===== src/spp_pkg.sv =====
package spp_pkg;
    // register word indices; byte address = FRAME_BASE + index * 4
    localparam logic [3:0] IDX_CONFIG  = 4'h0;
    localparam logic [3:0] IDX_CONTROL = 4'h1;
    localparam logic [3:0] IDX_STATUS  = 4'h2;
    localparam logic [3:0] IDX_MASK    = 4'h3;
    localparam logic [3:0] IDX_RATE    = 4'h4;
    localparam logic [3:0] IDX_RXLO    = 4'h6;
    localparam logic [3:0] IDX_RXHI    = 4'h7;
    localparam logic [3:0] IDX_TXLO    = 4'h8;
    localparam logic [3:0] IDX_TXHI    = 4'h9;
    localparam logic [3:0] IDX_GAP     = 4'hA;
    localparam logic [3:0] IDX_LEVEL   = 4'hB;
    localparam logic [15:0] FRAME_BASE = 16'h7040;
    localparam int          DATA_W     = 8;
    localparam int          WORD_W     = 16;
    localparam int          QDEPTH     = 4;
    // config fields
    localparam int CFG_LEN_LSB  = 0;
    localparam int CFG_POL_BIT  = 6;
    localparam int CFG_MAST_BIT = 7;
    // control fields
    localparam int CTL_EN_BIT    = 0;
    localparam int CTL_TXEN_BIT  = 1;
    localparam int CTL_PHA_BIT   = 2;
    localparam int CTL_3W_BIT    = 3;
    // status / mask bits
    localparam int ST_RXDONE = 0;
    localparam int ST_TXEMPTY = 1;
    localparam int ST_OVERRUN = 2;
    localparam logic [7:0] RST_CONFIG = 8'h0F;
    localparam logic [7:0] RST_RATE   = 8'h03;
    localparam logic [6:0] RATE_MIN   = 7'h03;
    localparam logic [7:0] MIN_DIV    = 8'h04;
endpackage


===== src/spp_q_if.sv =====
`timescale 1ns/100ps
interface spp_q_if;
    logic        wr;
    logic [15:0] wdata;
    logic        rd;
    logic [15:0] rdata;
    logic        empty;
    logic        full;
    logic [2:0]  level;
    modport owner (output wr, output wdata, output rd,
                   input rdata, input empty, input full, input level);
    modport queue (input wr, input wdata, input rd,
                   output rdata, output empty, output full, output level);
endinterface


===== src/spp_queue.sv =====
`timescale 1ns/100ps
module spp_queue (
    input  wire logic clk,
    input  wire logic rst_n,
    spp_q_if.queue    q
);
    logic [15:0] mem_q [spp_pkg::QDEPTH];
    logic [1:0]  wp_q;
    logic [1:0]  rp_q;
    logic [2:0]  cnt_q;
    logic        do_wr;
    logic        do_rd;

    assign do_wr   = q.wr && (cnt_q != 3'(spp_pkg::QDEPTH));
    assign do_rd   = q.rd && (cnt_q != 3'h0);
    assign q.empty = (cnt_q == 3'h0);
    assign q.full  = (cnt_q == 3'(spp_pkg::QDEPTH));
    assign q.level = cnt_q;
    assign q.rdata = mem_q[rp_q];

    always_ff @(posedge clk) begin
        if (do_wr) begin
            mem_q[wp_q] <= q.wdata;
        end
    end

    always_ff @(posedge clk or negedge rst_n) begin
        if (!rst_n) begin
            wp_q  <= 2'h0;
            rp_q  <= 2'h0;
            cnt_q <= 3'h0;
        end else begin
            if (do_wr) begin
                wp_q <= wp_q + 2'h1;
            end
            if (do_rd) begin
                rp_q <= rp_q + 2'h1;
            end
            cnt_q <= cnt_q + 3'(do_wr) - 3'(do_rd);
        end
    end
endmodule // spp_queue


===== src/spp_top.sv =====
`timescale 1ns/100ps
module spp_top (
    input  wire logic        clk,
    input  wire logic        rst_b,
    input  wire logic        psel,
    input  wire logic        penable,
    input  wire logic        pwrite,
    input  wire logic [15:0] paddr,
    input  wire logic [31:0] pwdata,
    output logic [31:0]      prdata,
    output logic             pready,
    output logic             pslverr,
    output logic             irq,
    input  wire logic        serial_clock_pin_i,
    output logic             serial_clock_pin_o,
    output logic             serial_clock_pin_oe_b,
    input  wire logic        slave_in_master_out_pin_i,
    output logic             slave_in_master_out_pin_o,
    output logic             slave_in_master_out_pin_oe_b,
    input  wire logic        slave_out_master_in_pin_i,
    output logic             slave_out_master_in_pin_o,
    output logic             slave_out_master_in_pin_oe_b,
    input  wire logic        slave_select_pin_i,
    output logic             slave_select_pin_o,
    output logic             slave_select_pin_oe_b
);
    typedef enum logic [1:0] {SPP_IDLE, SPP_GAP, SPP_SHIFT} spp_state_e;

    logic        rs1_q, rst_n;
    logic [7:0]  cfg_q, ctl_q, mask_q, rate_q, gap_q, stat_q;
    logic [7:0]  txlo_q, rxhi_q;
    logic [7:0]  div_cnt_q;
    logic        half_en;
    logic        sck_q, sck_prev_q;
    logic [15:0] sh_q;
    logic [4:0]  bit_q;
    logic        phase_q;
    logic [7:0]  gap_cnt_q;
    spp_state_e  st_q;
    logic        acc, wr_acc, rd_acc;
    logic [3:0]  idx;
    logic        hit;
    logic [7:0]  rd_val;
    logic        rx_push, tx_pop, done_ev, ovr_ev;
    logic        master, pol, pha, en, txen, three;
    logic [4:0]  len;
    logic        sel_act, sclk_in, s_rise, s_fall, lead_edge, trail_edge;
    logic        mosi_in, miso_in, rx_bit;
    logic [15:0] rx_word;
    logic [7:0]  st_set;

    spp_q_if txq ();
    spp_q_if rxq ();
    spp_queue u_txq (.clk(clk), .rst_n(rst_n), .q(txq));
    spp_queue u_rxq (.clk(clk), .rst_n(rst_n), .q(rxq));

    always_ff @(posedge clk or negedge rst_b) begin
        if (!rst_b) begin
            rs1_q <= 1'b0;
            rst_n <= 1'b0;
        end else begin
            rs1_q <= 1'b1;
            rst_n <= rs1_q;
        end
    end

    assign master = cfg_q[spp_pkg::CFG_MAST_BIT];
    assign pol    = cfg_q[spp_pkg::CFG_POL_BIT];
    assign len    = {1'b0, cfg_q[spp_pkg::CFG_LEN_LSB +: 4]} + 5'h01;
    assign en     = ctl_q[spp_pkg::CTL_EN_BIT];
    assign txen   = ctl_q[spp_pkg::CTL_TXEN_BIT];
    assign pha    = ctl_q[spp_pkg::CTL_PHA_BIT];
    assign three  = ctl_q[spp_pkg::CTL_3W_BIT];

    // apb decode, frame base plus word index times four
    assign acc    = psel && penable;
    assign idx    = paddr[5:2];
    assign hit    = (paddr[15:6] == spp_pkg::FRAME_BASE[15:6]);
    assign wr_acc = acc && pwrite && hit;
    assign rd_acc = acc && !pwrite && hit;

    always_comb begin
        rd_val = 8'h00;
        case (idx)
            spp_pkg::IDX_CONFIG:  rd_val = cfg_q;
            spp_pkg::IDX_CONTROL: rd_val = ctl_q;
            spp_pkg::IDX_STATUS:  rd_val = stat_q;
            spp_pkg::IDX_MASK:    rd_val = mask_q;
            spp_pkg::IDX_RATE:    rd_val = rate_q;
            spp_pkg::IDX_RXLO:    rd_val = rxq.rdata[7:0];
            spp_pkg::IDX_RXHI:    rd_val = rxhi_q;
            spp_pkg::IDX_TXLO:    rd_val = txlo_q;
            spp_pkg::IDX_GAP:     rd_val = gap_q;
            spp_pkg::IDX_LEVEL:   rd_val = {1'b0, txq.level, 1'b0, rxq.level};
            default:              rd_val = 8'h00;
        endcase
    end

    always_ff @(posedge clk or negedge rst_n) begin
        if (!rst_n) begin
            prdata  <= 32'h0000_0000;
            pready  <= 1'b0;
            pslverr <= 1'b0;
        end else begin
            pready  <= psel && !pready;
            pslverr <= psel && !pready && !hit;
            // upper bits always read zero
            prdata  <= (psel && !pready && hit) ? {24'h000000, rd_val}
                                                : 32'h0;
        end
    end

    logic ap;
    assign ap = acc && pready;

    // upper write bits discarded
    always_ff @(posedge clk or negedge rst_n) begin
        if (!rst_n) begin
            cfg_q  <= spp_pkg::RST_CONFIG;
            ctl_q  <= 8'h00;
            mask_q <= 8'h00;
            rate_q <= spp_pkg::RST_RATE;
            gap_q  <= 8'h00;
            txlo_q <= 8'h00;
        end else if (ap && wr_acc) begin
            case (idx)
                spp_pkg::IDX_CONFIG:  cfg_q  <= pwdata[7:0];
                spp_pkg::IDX_CONTROL: ctl_q  <= pwdata[7:0];
                spp_pkg::IDX_MASK:    mask_q <= pwdata[7:0];
                spp_pkg::IDX_RATE:    rate_q <= {1'b0, pwdata[6:0]};
                spp_pkg::IDX_GAP:     gap_q  <= pwdata[7:0];
                spp_pkg::IDX_TXLO:    txlo_q <= pwdata[7:0];
                default:              ;
            endcase
        end
    end

    // writing the high byte pushes a word; left-aligned for msb first
    assign txq.wr    = ap && wr_acc && (idx == spp_pkg::IDX_TXHI);
    assign txq.wdata = {pwdata[7:0], txlo_q};
    // reading low byte latches high byte and pops the word
    assign rxq.rd    = ap && rd_acc && (idx == spp_pkg::IDX_RXLO);

    always_ff @(posedge clk or negedge rst_n) begin
        if (!rst_n) begin
            rxhi_q <= 8'h00;
        end else if (rxq.rd) begin
            rxhi_q <= rxq.rdata[15:8];
        end
    end

    // half-bit enable: divider+1 clocks per bit, minimum four
    function automatic logic [7:0] bit_div(input logic [7:0] r);
        bit_div = (r[6:0] < spp_pkg::RATE_MIN) ? spp_pkg::MIN_DIV
                                               : ({1'b0, r[6:0]} + 8'h01);
    endfunction

    logic [7:0] bdiv;
    logic [7:0] hpoint;
    assign bdiv   = bit_div(rate_q);
    assign hpoint = {1'b0, bdiv[7:1]};

    logic run;
    assign run = (st_q == SPP_SHIFT) && master;

    always_ff @(posedge clk or negedge rst_n) begin
        if (!rst_n) begin
            div_cnt_q <= 8'h00;
        end else if (!run || div_cnt_q == bdiv - 8'h01) begin
            div_cnt_q <= 8'h00;
        end else begin
            div_cnt_q <= div_cnt_q + 8'h01;
        end
    end

    // odd divisors give the longer half to the trailing phase
    assign half_en = run && ((div_cnt_q == hpoint - 8'h01) ||
                             (div_cnt_q == bdiv - 8'h01));

    // master clock toggles; idle level equals polarity
    always_ff @(posedge clk or negedge rst_n) begin
        if (!rst_n) begin
            sck_q <= 1'b0;
        end else if (!run) begin
            sck_q <= pol;
        end else if (half_en) begin
            sck_q <= !sck_q;
        end
    end

    assign sclk_in = master ? sck_q : serial_clock_pin_i;
    assign sel_act = master || !slave_select_pin_i;

    always_ff @(posedge clk or negedge rst_n) begin
        if (!rst_n) begin
            sck_prev_q <= 1'b0;
        end else begin
            sck_prev_q <= sclk_in;
        end
    end

    assign s_rise = sclk_in && !sck_prev_q;
    assign s_fall = !sclk_in && sck_prev_q;
    // leading edge leaves idle; sample on leading when delayed
    assign lead_edge  = pol ? s_fall : s_rise;
    assign trail_edge = pol ? s_rise : s_fall;

    // three-wire: master receives on its own out line
    assign mosi_in = slave_in_master_out_pin_i;
    assign miso_in = three ? mosi_in : slave_out_master_in_pin_i;
    assign rx_bit  = master ? miso_in : mosi_in;

    logic smp, lau;
    assign smp = pha ? lead_edge : trail_edge;
    assign lau = pha ? trail_edge : lead_edge;

    function automatic logic [15:0] ins(input logic [15:0] w,
                                        input logic b);
        ins = {w[14:0], b};
    endfunction

    assign rx_word = ins(sh_q, rx_bit);
    assign tx_pop  = ((st_q == SPP_IDLE) ||
                      (st_q == SPP_GAP && gap_cnt_q == 8'h00))
                     && en && !txq.empty && (master || sel_act);
    assign txq.rd  = tx_pop;
    assign done_ev = (st_q == SPP_SHIFT) && sel_act && smp &&
                     (bit_q == len - 5'h01);
    assign rx_push = done_ev && !rxq.full;
    assign ovr_ev  = done_ev && rxq.full;
    assign rxq.wr  = rx_push;
    // right-align received bits
    assign rxq.wdata = rx_word & ((16'h0001 << len) - 16'h0001);

    // sequencer with inter-word gap msb-first shift
    always_ff @(posedge clk or negedge rst_n) begin
        if (!rst_n) begin
            st_q      <= SPP_IDLE;
            sh_q      <= 16'h0000;
            bit_q     <= 5'h00;
            phase_q   <= 1'b0;
            gap_cnt_q <= 8'h00;
        end else begin
            case (st_q)
                SPP_IDLE, SPP_GAP: begin
                    if (st_q == SPP_GAP && gap_cnt_q != 8'h00) begin
                        gap_cnt_q <= gap_cnt_q - 8'h01;
                    end
                    if (tx_pop) begin
                        sh_q    <= txq.rdata;
                        bit_q   <= 5'h00;
                        phase_q <= 1'b0;
                        st_q    <= SPP_SHIFT;
                    end else if (st_q == SPP_GAP && gap_cnt_q == 8'h00) begin
                        st_q <= SPP_IDLE;
                    end
                end
                SPP_SHIFT: begin
                    if (!en || (!master && slave_select_pin_i)) begin
                        st_q <= SPP_IDLE;
                    end else if (smp) begin
                        sh_q    <= rx_word;
                        phase_q <= 1'b1;
                        if (bit_q == len - 5'h01) begin
                            gap_cnt_q <= gap_q;
                            st_q      <= SPP_GAP;
                        end else begin
                            bit_q <= bit_q + 5'h01;
                        end
                    end else if (lau) begin
                        phase_q <= 1'b0;
                    end
                end
                default: st_q <= SPP_IDLE;
            endcase
        end
    end

    // sticky status; a read clears only the bits it reported, set wins
    assign st_set = {5'h00, ovr_ev, txq.empty, rx_push};
    always_ff @(posedge clk or negedge rst_n) begin
        if (!rst_n) begin
            stat_q <= 8'h00;
            irq    <= 1'b0;
        end else begin
            if (ap && rd_acc && idx == spp_pkg::IDX_STATUS) begin
                stat_q <= (stat_q & ~prdata[7:0]) | st_set;
            end else begin
                stat_q <= stat_q | st_set;
            end
            irq <= |(stat_q & mask_q);
        end
    end

    // pin drivers; released when disabled
    always_ff @(posedge clk or negedge rst_n) begin
        if (!rst_n) begin
            serial_clock_pin_o           <= 1'b0;
            serial_clock_pin_oe_b        <= 1'b1;
            slave_in_master_out_pin_o    <= 1'b0;
            slave_in_master_out_pin_oe_b <= 1'b1;
            slave_out_master_in_pin_o    <= 1'b0;
            slave_out_master_in_pin_oe_b <= 1'b1;
            slave_select_pin_o           <= 1'b1;
            slave_select_pin_oe_b        <= 1'b1;
        end else begin
            serial_clock_pin_o           <= sck_q;
            serial_clock_pin_oe_b        <= !(en && master);
            slave_in_master_out_pin_o    <= sh_q[15];
            slave_in_master_out_pin_oe_b <= !(en && master && txen &&
                                             !(three && !txen));
            slave_out_master_in_pin_o    <= sh_q[15];
            // slave drives only while selected and transmit on
            slave_out_master_in_pin_oe_b <= !(en && !master && txen &&
                                             !slave_select_pin_i);
            slave_select_pin_o           <= !(st_q == SPP_SHIFT);
            slave_select_pin_oe_b        <= !(en && master);
        end
    end
endmodule // spp_top


===== config.mk =====
export PLATFORM = sky130hd
export DESIGN_NAME = spp_top
export DESIGN_NICKNAME = d
export VERILOG_FILES = /design/src/spp_pkg.sv /design/src/spp_q_if.sv /design/src/spp_queue.sv /design/src/spp_top.sv
export SDC_FILE = /design/constraint.sdc
export NUM_CORES = 1
export LEC_CHECK = 0
export ABC_AREA = 1
export BUFFER_PORTS_ARGS = -buffer_cell sky130_fd_sc_hd__buf_2
export CAP_MARGIN = 25
export CELL_PAD_IN_SITES_DETAIL_PLACEMENT = 1
export CELL_PAD_IN_SITES_GLOBAL_PLACEMENT = 2
export CORE_ASPECT_RATIO = 0.6
export CORE_MARGIN = 2
export CORE_UTILIZATION = 35
export CTS_CLUSTER_SIZE = 30
export DETAILED_ROUTE_END_ITERATION = 10
export GPL_ROUTABILITY_DRIVEN = 0
export PLACE_DENSITY_LB_ADDON = 0.3
export SYNTH_ARGS = -nofsm -noshare
export SYNTH_HDL_FRONTEND = slang
export SYNTH_SLANG_ARGS = --single-unit

===== constraint.sdc =====
create_clock -name clk -period 6.7 [get_ports clk]
set_clock_uncertainty 0.2 [all_clocks]
set_input_delay 0.335 -clock clk [delete_from_list [all_inputs] [get_ports clk]]
set_output_delay 0.335 -clock clk [all_outputs]
set_load 0.01 [all_outputs]

==> qor.yml, run 1 <==
p_leak_nw: 6.288
cap_viol_max_count: 0
fp.dieH_um: 153.5
yosysUniqueCellTypes: 53
startpoint_type: "register"
rr_worst_depth: 13
drt_first_pass_iters: 6
die-area_sq_um: 38850
cts_sinks: 265
antenna_found_initial: 1
overflow: 0
preCtsSetupSlack_ns: 3.132
grt_pass1_vias: 10110
area_delta_synth_final_pct: 13.26
path_clk_slew_ns: 0.07
io_buffers: 49
power_density_nw_per_um2: 242.3
fmax_ghz: 0.2794
syn-cell-area_sq_um: 13040
muxShareOfSynthArea_pct: 0.07679
synth-seq-area-share_pct: 55.88
dieWidth_um: 253.1
hpwlAfterDp_um: 28670
synth-main-ff-cell: "edfxtp_1"
rsz0062_at_grt: "no"
synthTopCellsByArea: "edfxtp_1 (29%), dfrtp_1 (24%), nand2_1 (7.4%)"
start_util_pct: 35.73
synthXorXnorAreaFrac_pct: 1.824
cts_tree: "built"
fill_cells: 4232
yosysTopAreaCellShare_pct: 29.49
synth_common_cells: "nand2_1 (257), nor2_1 (193), inv_1 (168), o21ai_0 (147), edfxtp_1 (128)"
async_flop_share_pct: 51.70
synthMostInstantiatedCell: "nand2_1"
ant_nets: 0
reg2reg_slack_ns: 3.12
ir_drop_v: 0.0001722
crit_arrival_ns: 3.83
cts_buffers: 27
timing.final.ws_setup_ns: 3.121
worst_slew_margin_rel_pct: 31.92
crit_fanout: 8
clockBufferDepth: 3
synth_fa_ha_area_share_pct: 2.707
vias_per_cell: 5.045
cts-root-buf: "clkbuf_16"
dr.first_iter.drc_count: 826
synth-simple-area-share_pct: 18.97
setup_viol: 0
vias: 10030
detail_route.wl_per_cell_um: 19.58
synth_edf_count: 128
critical_path_class: "register to register"
layout.nets: 1575
synth_warnings: 0
synth_top_family_by_area: "simple AND/OR/NAND/NOR gates"
grt_usage_pct: 20.56
syn_avg_cell_area_sq_um: 9.135
htree_levels: 1
clk_latency_ns: 0.56
yosysTopAreaCell: "edfxtp_1"
status: "complete, no violations"
rows: 54
r2r-start: "cfg_q[0]"
io-pin-count: 100
fin_crit_ns: 3.579
fin_crit_sh_pct: 53.42
grt_pass1_wl_um: 60780
drv_slew: 0
multi_input_area_sq_um: 4773
seqCellArea_sq_um: 7288
wl_um: 38930
ys_ff_latch: 265
reg2reg_to: "u_rxq.q.level[2]"
syn-instance-count: 1427
drcViolationCount: 0
layout-drive-gt1-share_pct: 10.98
critPathRequiredTime_ns: 6.95
grt_max_degree: 69
antennaDiodeCount: 0
end_kind: "register"
worstMarginPinSlew_ns: 1.017
synth_compound_area_share_pct: 12.32
hold_viol: 0
hold_path.class: "register to async pin"
setup_tns_ns: 0
core_sq_um: 36490
==> metrics by stage <==
step	total power [W]	util (%)	cells	hold slack, ns	cell area (sq um)
after detailed placement	0.002062	37.52	1922	-0.07486	13690
final	0.003576	40.46	1988	0.02088	14760
after floorplan	0.001987	-	1450	-0.1606	13120
after global routing	0.003726	40.46	1988	0.05603	14760
after CTS	0.003614	40.31	1986	0.006549	14710
after global placement	0.002052	37.52	1922	-0.07894	13690
==> sequential cells by signal (all words and copies together) (netlist names), 3 cells and up <==
| register | cells |
|---|---|
| rxhi_q | 8 |
| mask_q | 8 |
| stat_q | 8 |
| div_cnt_q | 8 |
| u_txq.mem_q | 64 |
| u_txq.q.level | 3 |
| u_rxq.mem_q | 64 |
| rate_q | 7 |
| txlo_q | 8 |
| sh_q | 16 |
| prdata | 8 |
| gap_q | 8 |
| cfg_q | 8 |
| gap_cnt_q | 8 |
| bit_q | 5 |
| u_rxq.q.level | 3 |
| ctl_q | 8 |
==> repair_timing <==
| action | 4_1_cts | 5_1_grt |
|---|---|---|
| resized for setup | 0 | 0 |
| hold endpoints to repair | 39 | 0 |
| buffers inserted | 0 | 0 |
| hold buffers | 14 | 0 |
==> per-layer routing <==
layer	GRT usage, %	wire (um)
met1	32.45	20360
met2	29.43	16060
met3	4.019	2147
met4	2.790	361
met5	0	0
==> worst max-delay path, cell delays in order, from the launching register on <==
cell and delay (ns):
dfstp_2 0.66, inv_1 0.11, ha_1 0.27, nor2_1 0.20, xnor2_1 0.10, nor4_2 0.28, nand2_1 0.18, nor2_2 0.32
nand3_2 0.27, inv_2 0.13, ha_1 0.15, inv_1 0.05, fa_1 0.37, xor2_1 0.17
==> worst max path at each step <==
stage | from | endpoint | cells past startpoint
2_1_floorplan | rst_n | bit_q[0] | 0
3_3_place_gp | paddr[2] | u_rxq.q.level[2] | 10
3_5_place_dp | cfg_q[0] | u_rxq.q.level[2] | 13
4_1_cts | cfg_q[0] | u_rxq.q.level[2] | 13
5_1_grt | cfg_q[0] | u_rxq.q.level[2] | 13
6_report | cfg_q[0] | u_rxq.q.level[2] | 13
==> power breakdown <==
| group | total [W] | internal, W | leakage [nW] | switching [W] |
|---|---|---|---|---|
| combinational | 0.000274 | 0.0000880 | 3.04 | 0.000186 |
| clock | 0.00154 | 0.000871 | 0.430 | 0.000665 |
| sequential | 0.00177 | 0.00173 | 2.82 | 0.0000312 |
| total | 0.00358 | 0.00269 | 6.29 | 0.000883 |
==> cells by family after synthesis <==
kind of cell               Yosys count
xor gates and xnor gates            25
buffers and inverters              248
and+or+nand+nor                    578
DFF                                265
AOI/OAI and AO/OA                  281
adders and majority gates           27
other                                2
muxes                                1
==> placed cells by master (no fill, tap or decap), drive strengths merged, types with 12 or more instances in the layout <==
cell         instances
nand2              267
nor2               200
inv                180
o21ai              173
edfxtp             128
dfrtp              127
nand3               78
buf                 66
a21oi               36
clkbuf              34
o22ai               25
ha                  25
conb                25
xor2                21
o32ai               16
dlygate4sd3         14
nor3                13
a221oi              12
clkinv              12
==> cell type report <==
type	count	share of cell area (%)
timing repair buffer	80	3.746
multi-input combinational	937	32.33
clock buffer	34	4.822
tap	476	4.034
sequential	265	49.37
clock inverter	16	1.119
inverter	180	4.577
(Power assumes the default switching activity.)
==> run 2: changes to the inputs <==
--- a/config.mk
+++ b/config.mk
@@ -5,7 +5,7 @@
 export SDC_FILE = /design/constraint.sdc
 export NUM_CORES = 1
 export LEC_CHECK = 0
-export ABC_AREA = 1
+export ABC_AREA = 0
 export BUFFER_PORTS_ARGS = -buffer_cell sky130_fd_sc_hd__buf_2
 export CAP_MARGIN = 25
 export CELL_PAD_IN_SITES_DETAIL_PLACEMENT = 1
==> constraint.sdc (replaced) <==
create_clock -name clk -period 3.45 [get_ports clk]
set_clock_uncertainty 0.2 [all_clocks]
set_input_delay 0.1725 -clock clk [delete_from_list [all_inputs] [get_ports clk]]
set_output_delay 0.1725 -clock clk [all_outputs]
set_load 0.01 [all_outputs]
==> run 2 against run 1 <==
The run now ends with setup timing left. Global-route usage decreased by 1.0 points. Maximum frequency increased by 1.9%. Core utilization increased by 2.2 points. Via count decreased by 16%. Register-to-register slack got worse by 3.2 ns. Combinational power decreased by 41%. Worst hold slack improved by 0.016 ns. Clock power increased by 92%. Routed wire length decreased by 8.2%. Power increased by 81%. Non-clock buffer count increased by 63. Synthesized cell count decreased by 32%. Critical path type unchanged.
==> qor.yml, run 2 <==
critPathRequiredTime_ns: 3.69
p_leak_nw: 6.102
ant_nets: 0
cp_num_cells: 13
synth_edf_count: 128
fp.dieH_um: 151.4
holdPathStages: 5
place_inst: 1513
critPathBufInv: 2
antennaDiodeCount: 0
final_cell_mix: "edfxtp_1 (128), dfrtp_1 (126), buf_4 (65)"
rsz0062_at_grt: "yes"
cts-root-buf: "clkbuf_16"
cts_sinks: 265
grt_pass1_vias: 8700
reg2reg_to: "u_rxq.q.level[2]"
antenna_found_initial: 4
grt_max_degree: 64
drv_slew: 0
io_buffers: 49
yosysTopAreaCellShare_pct: 30.31
place_area_sq_um: 13920
rr_worst_depth: 13
path_delay_family: "simple AND/OR/NAND/NOR gates"
reg.largest.list: "u_rxq.mem_q: 64 flops, u_txq.mem_q: 64 flops, sh_q: 16 flops"
ir_drop_v: 0.0003028
drt_first_pass_iters: 5
final_common_cell: "edfxtp_1"
synth-seq-area-share_pct: 57.45
wl_um: 35720
cp_cell_sequence: "buf_6, ha_4, xor2_2, nor3_4, xnor3_1, or4_4, or4_4, a21oi_4, ha_2, inv_2, fa_2, xnor2_2, xnor2_1"
fin_crit_sh_pct: 101.8
clk_latency_ns: 0.56
layout.nets: 1183
cts_buffers: 27
hold_viol: 0
grt_usage_pct: 19.54
hold_path.class: "input port to register"
final_util_pct: 42.70
synth_warnings: 0
startpoint_type: "register"
rows: 53
stdcell_area_sq_um: 15090
io-pin-count: 100
overflow: 0
start_util_pct: 35.87
worstMarginPinSlew_ns: 0.8295
dieWidth_um: 249.7
core_sq_um: 35350
synthMostInstantiatedCell: "edfxtp_1"
drcViolationCount: 0
synth-main-ff-cell: "edfxtp_1"
die-area_sq_um: 37820
fin_crit_ns: 3.513
cap_viol_max_count: 0
setup_viol: 1
synth_common_cells: "edfxtp_1 (128), dfrtp_1 (127), nand2_1 (60), mux2_2 (57), nor2_1 (49)"
status: "finished, violations left"
vias: 8444
yosysUniqueCellTypes: 78
crit_fanout: 4
reg2reg_slack_ns: -0.06
hold_end: "sh_q[0]"
yosysTopAreaCell: "edfxtp_1"
end_kind: "register"
syn-instance-count: 976
critical_path_class: "register to register"
fmax_ghz: 0.2846
dr.first_iter.drc_count: 774
clockBufferDepth: 3
syn_avg_cell_area_sq_um: 12.99
worst_slew_margin_rel_pct: 44.70
synthTopCellsByArea: "edfxtp_1 (30%), dfrtp_1 (25%), mux4_2 (5.7%)"
timing.final.ws_setup_ns: -0.06339
power_density_nw_per_um2: 428.1
htree_levels: 1
syn-cell-area_sq_um: 12680
slowest_delay_ns: 0.60
r2r-start: "cfg_q[0]"
area_delta_synth_final_pct: 19.03
grt_pass1_wl_um: 55480
cts_tree: "built"
setup_tns_ns: -0.06339
vias_per_cell: 5.324
cp_slowest_cell: "dfstp_2"
violations: "setup timing"
hpwlAfterDp_um: 26300
final_cells: 1586
path_clk_slew_ns: 0.07
hp-start: "slave_out_master_in_pin_i"
async_flop_share_pct: 51.70
crit_arrival_ns: 3.76
fill_cells: 3674
detail_route.wl_per_cell_um: 22.52
crit_top_cell: "or4_4"
ys_ff_latch: 265
layout-drive-gt1-share_pct: 27.08
run 2: cell count changes in the layout (fill, tap and decap cells not counted), moves of 32 or more:
cell	before	now
buf_4	15	65
nor2_1	193	48
nand2_1	257	60
o21ai_0	147	44
mux2_2	0	57
mux4_2	0	32
nand3_1	71	22
inv_1	168	28
run 2: tightest hold or removal path, delay by kind of cell:
kind	cells	cell delay, ns
and+or+nand+nor	1	0.13
buffers and inverters	1	0.09
AOI/OAI and AO/OA	2	0.20
muxes	1	0.15
run 2: worst max path at each step:
stage,startpoint,end
after global routing,cfg_q[0],u_rxq.q.level[2]
final,cfg_q[0],u_rxq.q.level[2]
after global placement,cfg_q[1],u_rxq.q.level[2]
after floorplan,cfg_q[0],u_rxq.q.level[2]
after CTS,cfg_q[0],u_rxq.q.level[2]
after detailed placement,cfg_q[1],u_rxq.q.level[2]
run 2: stage by stage:
step	hold slack (ns)	worst slack [ns]	total power [W]
6_report	0.03694	-0.06339	0.006461
5_1_grt	0.07284	-0.1799	0.006691
4_1_cts	0.03408	-0.09318	0.006547
3_5_place_dp	-0.2392	-0.2218	0.003553
3_3_place_gp	-0.2409	-0.1826	0.003548
2_1_floorplan	-0.3231	-0.3194	0.003488
run 2: layer usage:
layer / up-vias / GRT usage (%) / routed length, um
li1: 3851 / - / -
met1: 4357 / 30.52 / 18710
met2: 202 / 27.60 / 14440
met3: 34 / 4.520 / 2125
met4: 0 / 3.223 / 442
met5: - / 0 / 0
run 2: kinds of logic (layout without fill, tap and decap cells):
| family | count (synthesis) | in the layout | share of synthesized area [%] |
|---|---|---|---|
| flip-flops | 265 | 265 | 57.45 |
| other | 2 | 25 | 0.05923 |
| buffers and inverters | 104 | 224 | 3.937 |
| XOR/XNOR | 46 | 46 | 3.543 |
| AND/OR/NAND/NOR | 250 | 250 | 10.34 |
| AO/OA/AOI/OAI | 170 | 170 | 9.286 |
| adder cells (fa/ha/maj) | 28 | 28 | 2.862 |
| multiplexers | 111 | 111 | 12.52 |
run 2: layout make-up:
class                   instances  area [sq um]  share of cell area (%)
flip-flops and latches        265          7288                   48.29
multi-input cells             630          5096                   33.76
repair buffers                143          1121                   7.428
clock buffers                  31         700.7                   4.642
well taps                     467         584.3                   3.871
clock inverters                18         180.2                   1.194
inverters                      32         122.6                  0.8124
run 2: power by group:
part | internal (W) | total (W) | switching [W]
Sequential | 0.00331 | 0.00334 | 0.0000312
Combinational | 0.0000528 | 0.000161 | 0.000108
Clock | 0.00169 | 0.00296 | 0.00127
Total | 0.00505 | 0.00646 | 0.00141
run 2: what timing repair did:
item                       CTS  global route
hold buffers                17             0
pin swaps                    4             8
setup endpoints to repair   67            56
gates resized for setup      8            10
hold endpoints to repair    94             0
setup buffers                3             4
==> run 3: changes to the inputs <==
--- a/config.mk
+++ b/config.mk
@@ -6,7 +6,7 @@
 export NUM_CORES = 1
 export LEC_CHECK = 0
 export ABC_AREA = 0
-export BUFFER_PORTS_ARGS = -buffer_cell sky130_fd_sc_hd__buf_2
+export BUFFER_PORTS_ARGS = -buffer_cell sky130_fd_sc_hd__clkbuf_2
 export CAP_MARGIN = 25
 export CELL_PAD_IN_SITES_DETAIL_PLACEMENT = 1
 export CELL_PAD_IN_SITES_GLOBAL_PLACEMENT = 2
==> run 3 against run 2 <==
Clock-buffer cell count up 2. The run still ends with setup timing left. Cell area up 2.0%. Die area unchanged.
==> qor.yml, run 3 (synthesized netlist as in run 2, its figures left out) <==
status: "finished, violations left"
violations: "setup timing"
setup_viol: 63
ir_drop_v: 0.0003237
path_delay_family: "simple AND/OR/NAND/NOR gates"
start_util_pct: 35.87
clockBufferDepth: 3
fin_crit_sh_pct: 104.3
slowest_delay_ns: 0.61
drv_slew: 0
vias: 8526
critical_path_class: "register to register"
cp_slowest_cell: "dfstp_2"
cts_buffers: 27
grt_max_degree: 47
fin_crit_ns: 3.598
timing.final.ws_setup_ns: -0.1481
overflow: 0
io_buffers: 49
grt_pass1_wl_um: 54690
detail_route.wl_per_cell_um: 22.37
antenna_found_initial: 1
cts_tree: "built"
p_leak_nw: 6.219
met2_usage_pct: 26.77
place_inst: 1516
worst_slew_margin_rel_pct: 37.54
cts-root-buf: "clkbuf_16"
hold_viol: 0
worst_hold_slack_ns: 0.04586
wl_um: 35870
drcViolationCount: 0
grt_pass1_vias: 8598
drt_first_pass_iters: 7
clk_latency_ns: 0.56
fp.dieH_um: 151.4
die-area_sq_um: 37820
rsz0062_at_grt: "yes"
layout-drive-gt1-share_pct: 28.37
final_cells: 1603
cts_sinks: 265
grt_usage_pct: 19.21
worstMarginPinSlew_ns: 0.9298
fmax_ghz: 0.2779
ant_nets: 0
io-pin-count: 100
area_delta_synth_final_pct: 21.39
hold_path.class: "input port to register"
path_clk_slew_ns: 0.07
critPathRequiredTime_ns: 3.70
crit_fanout: 4
vias_per_cell: 5.319
dieWidth_um: 249.7
hpwlAfterDp_um: 26290
crit_top_cell: "or4_4"
crit_arrival_ns: 3.84
htree_levels: 1
gr-max-usage-layer: "met1"
final_util_pct: 43.55
cap_viol_max_count: 0
end_kind: "register"
layout.nets: 1198
core_sq_um: 35350
cp_cell_sequence: "inv_4, ha_4, nor3_4, xnor3_1, or4_4, or4_4, a21oi_4, ha_2, inv_2, fa_2, xnor2_2, xnor2_1"
dr.first_iter.drc_count: 690
use_met1_pct: 30.58
final_cell_mix: "edfxtp_1 (128), dfrtp_1 (126), buf_4 (70)"
rows: 53
reg.largest.list: "u_rxq.mem_q: 64 flops, u_txq.mem_q: 64 flops, sh_q: 16 flops"
power_density_nw_per_um2: 424.5
critPathBufInv: 2
use_met3_pct: 4.142
startpoint_type: "register"
final_common_cell: "edfxtp_1"
[run 3: metrics by stage]
stage | area [sq um] | setup slack [ns] | setup TNS, ns | power, W
floorplan | 12830 | -0.3194 | -1.754 | 0.003488
global placement | 13950 | -0.1849 | -0.2851 | 0.003549
detailed placement | 13950 | -0.2474 | -4.602 | 0.003550
CTS | 15310 | -0.1865 | -6.740 | 0.006622
global route | 15390 | -0.2787 | -12.26 | 0.006775
finish | 15390 | -0.1481 | -5.201 | 0.006534
[run 3: cell type report]
class	count	area [sq um]
fill	3653	19950
sequential	265	7288
multi-input combinational	630	5127
timing repair buffer	158	1359
clock buffer	33	698.2
tap	467	584.3
clock inverter	17	210.2
inverter	32	122.6
antenna	1	2.502
[run 3: worst paths after layout]
path / start / to / slack, ns / depth (start not counted)
max in group asynchronous: rst_n / cfg_q[3] / 2.05 / 1
max: cfg_q[0] / u_rxq.q.level[2] / -0.15 / 12
max reg2reg: cfg_q[0] / u_rxq.q.level[2] / -0.15 / 12
min reg2reg: rs1_q / rst_n / 0.15 / 0
min: paddr[2] / prdata[6] / 0.05 / 5
min in group asynchronous: rst_n / ctl_q[5] / 0.16 / 0
[run 3: worst min-delay path, cell delays in order]
cell and delay (ns):
clkbuf_2 0.19, nand3_1 0.11, a21oi_1 0.06, a21oi_1 0.13
a31oi_1 0.10
[run 3: per-layer routing]
layer,vias up,wire length [um]
li1,3889,-
met1,4387,18470
met2,214,14460
met3,36,2454
met4,0,478
met5,-,0
[run 3: what timing repair did]
item                                    4_1_cts  5_1_grt
endpoints found under the setup margin       67       75
pin swaps                                    11       17
gates cloned                                  4        0
hold buffers                                 17        0
setup buffers                                14        4
gates resized for setup                      19       10
hold endpoints to repair                     87        0
[run 3: where the power goes]
part / internal [W] / switching [W] / leakage (nW)
combinational: 0.0000535 / 0.000106 / 2.60
sequential: 0.00331 / 0.0000310 / 3.19
clock: 0.00175 / 0.00128 / 0.432
total: 0.00512 / 0.00142 / 6.22
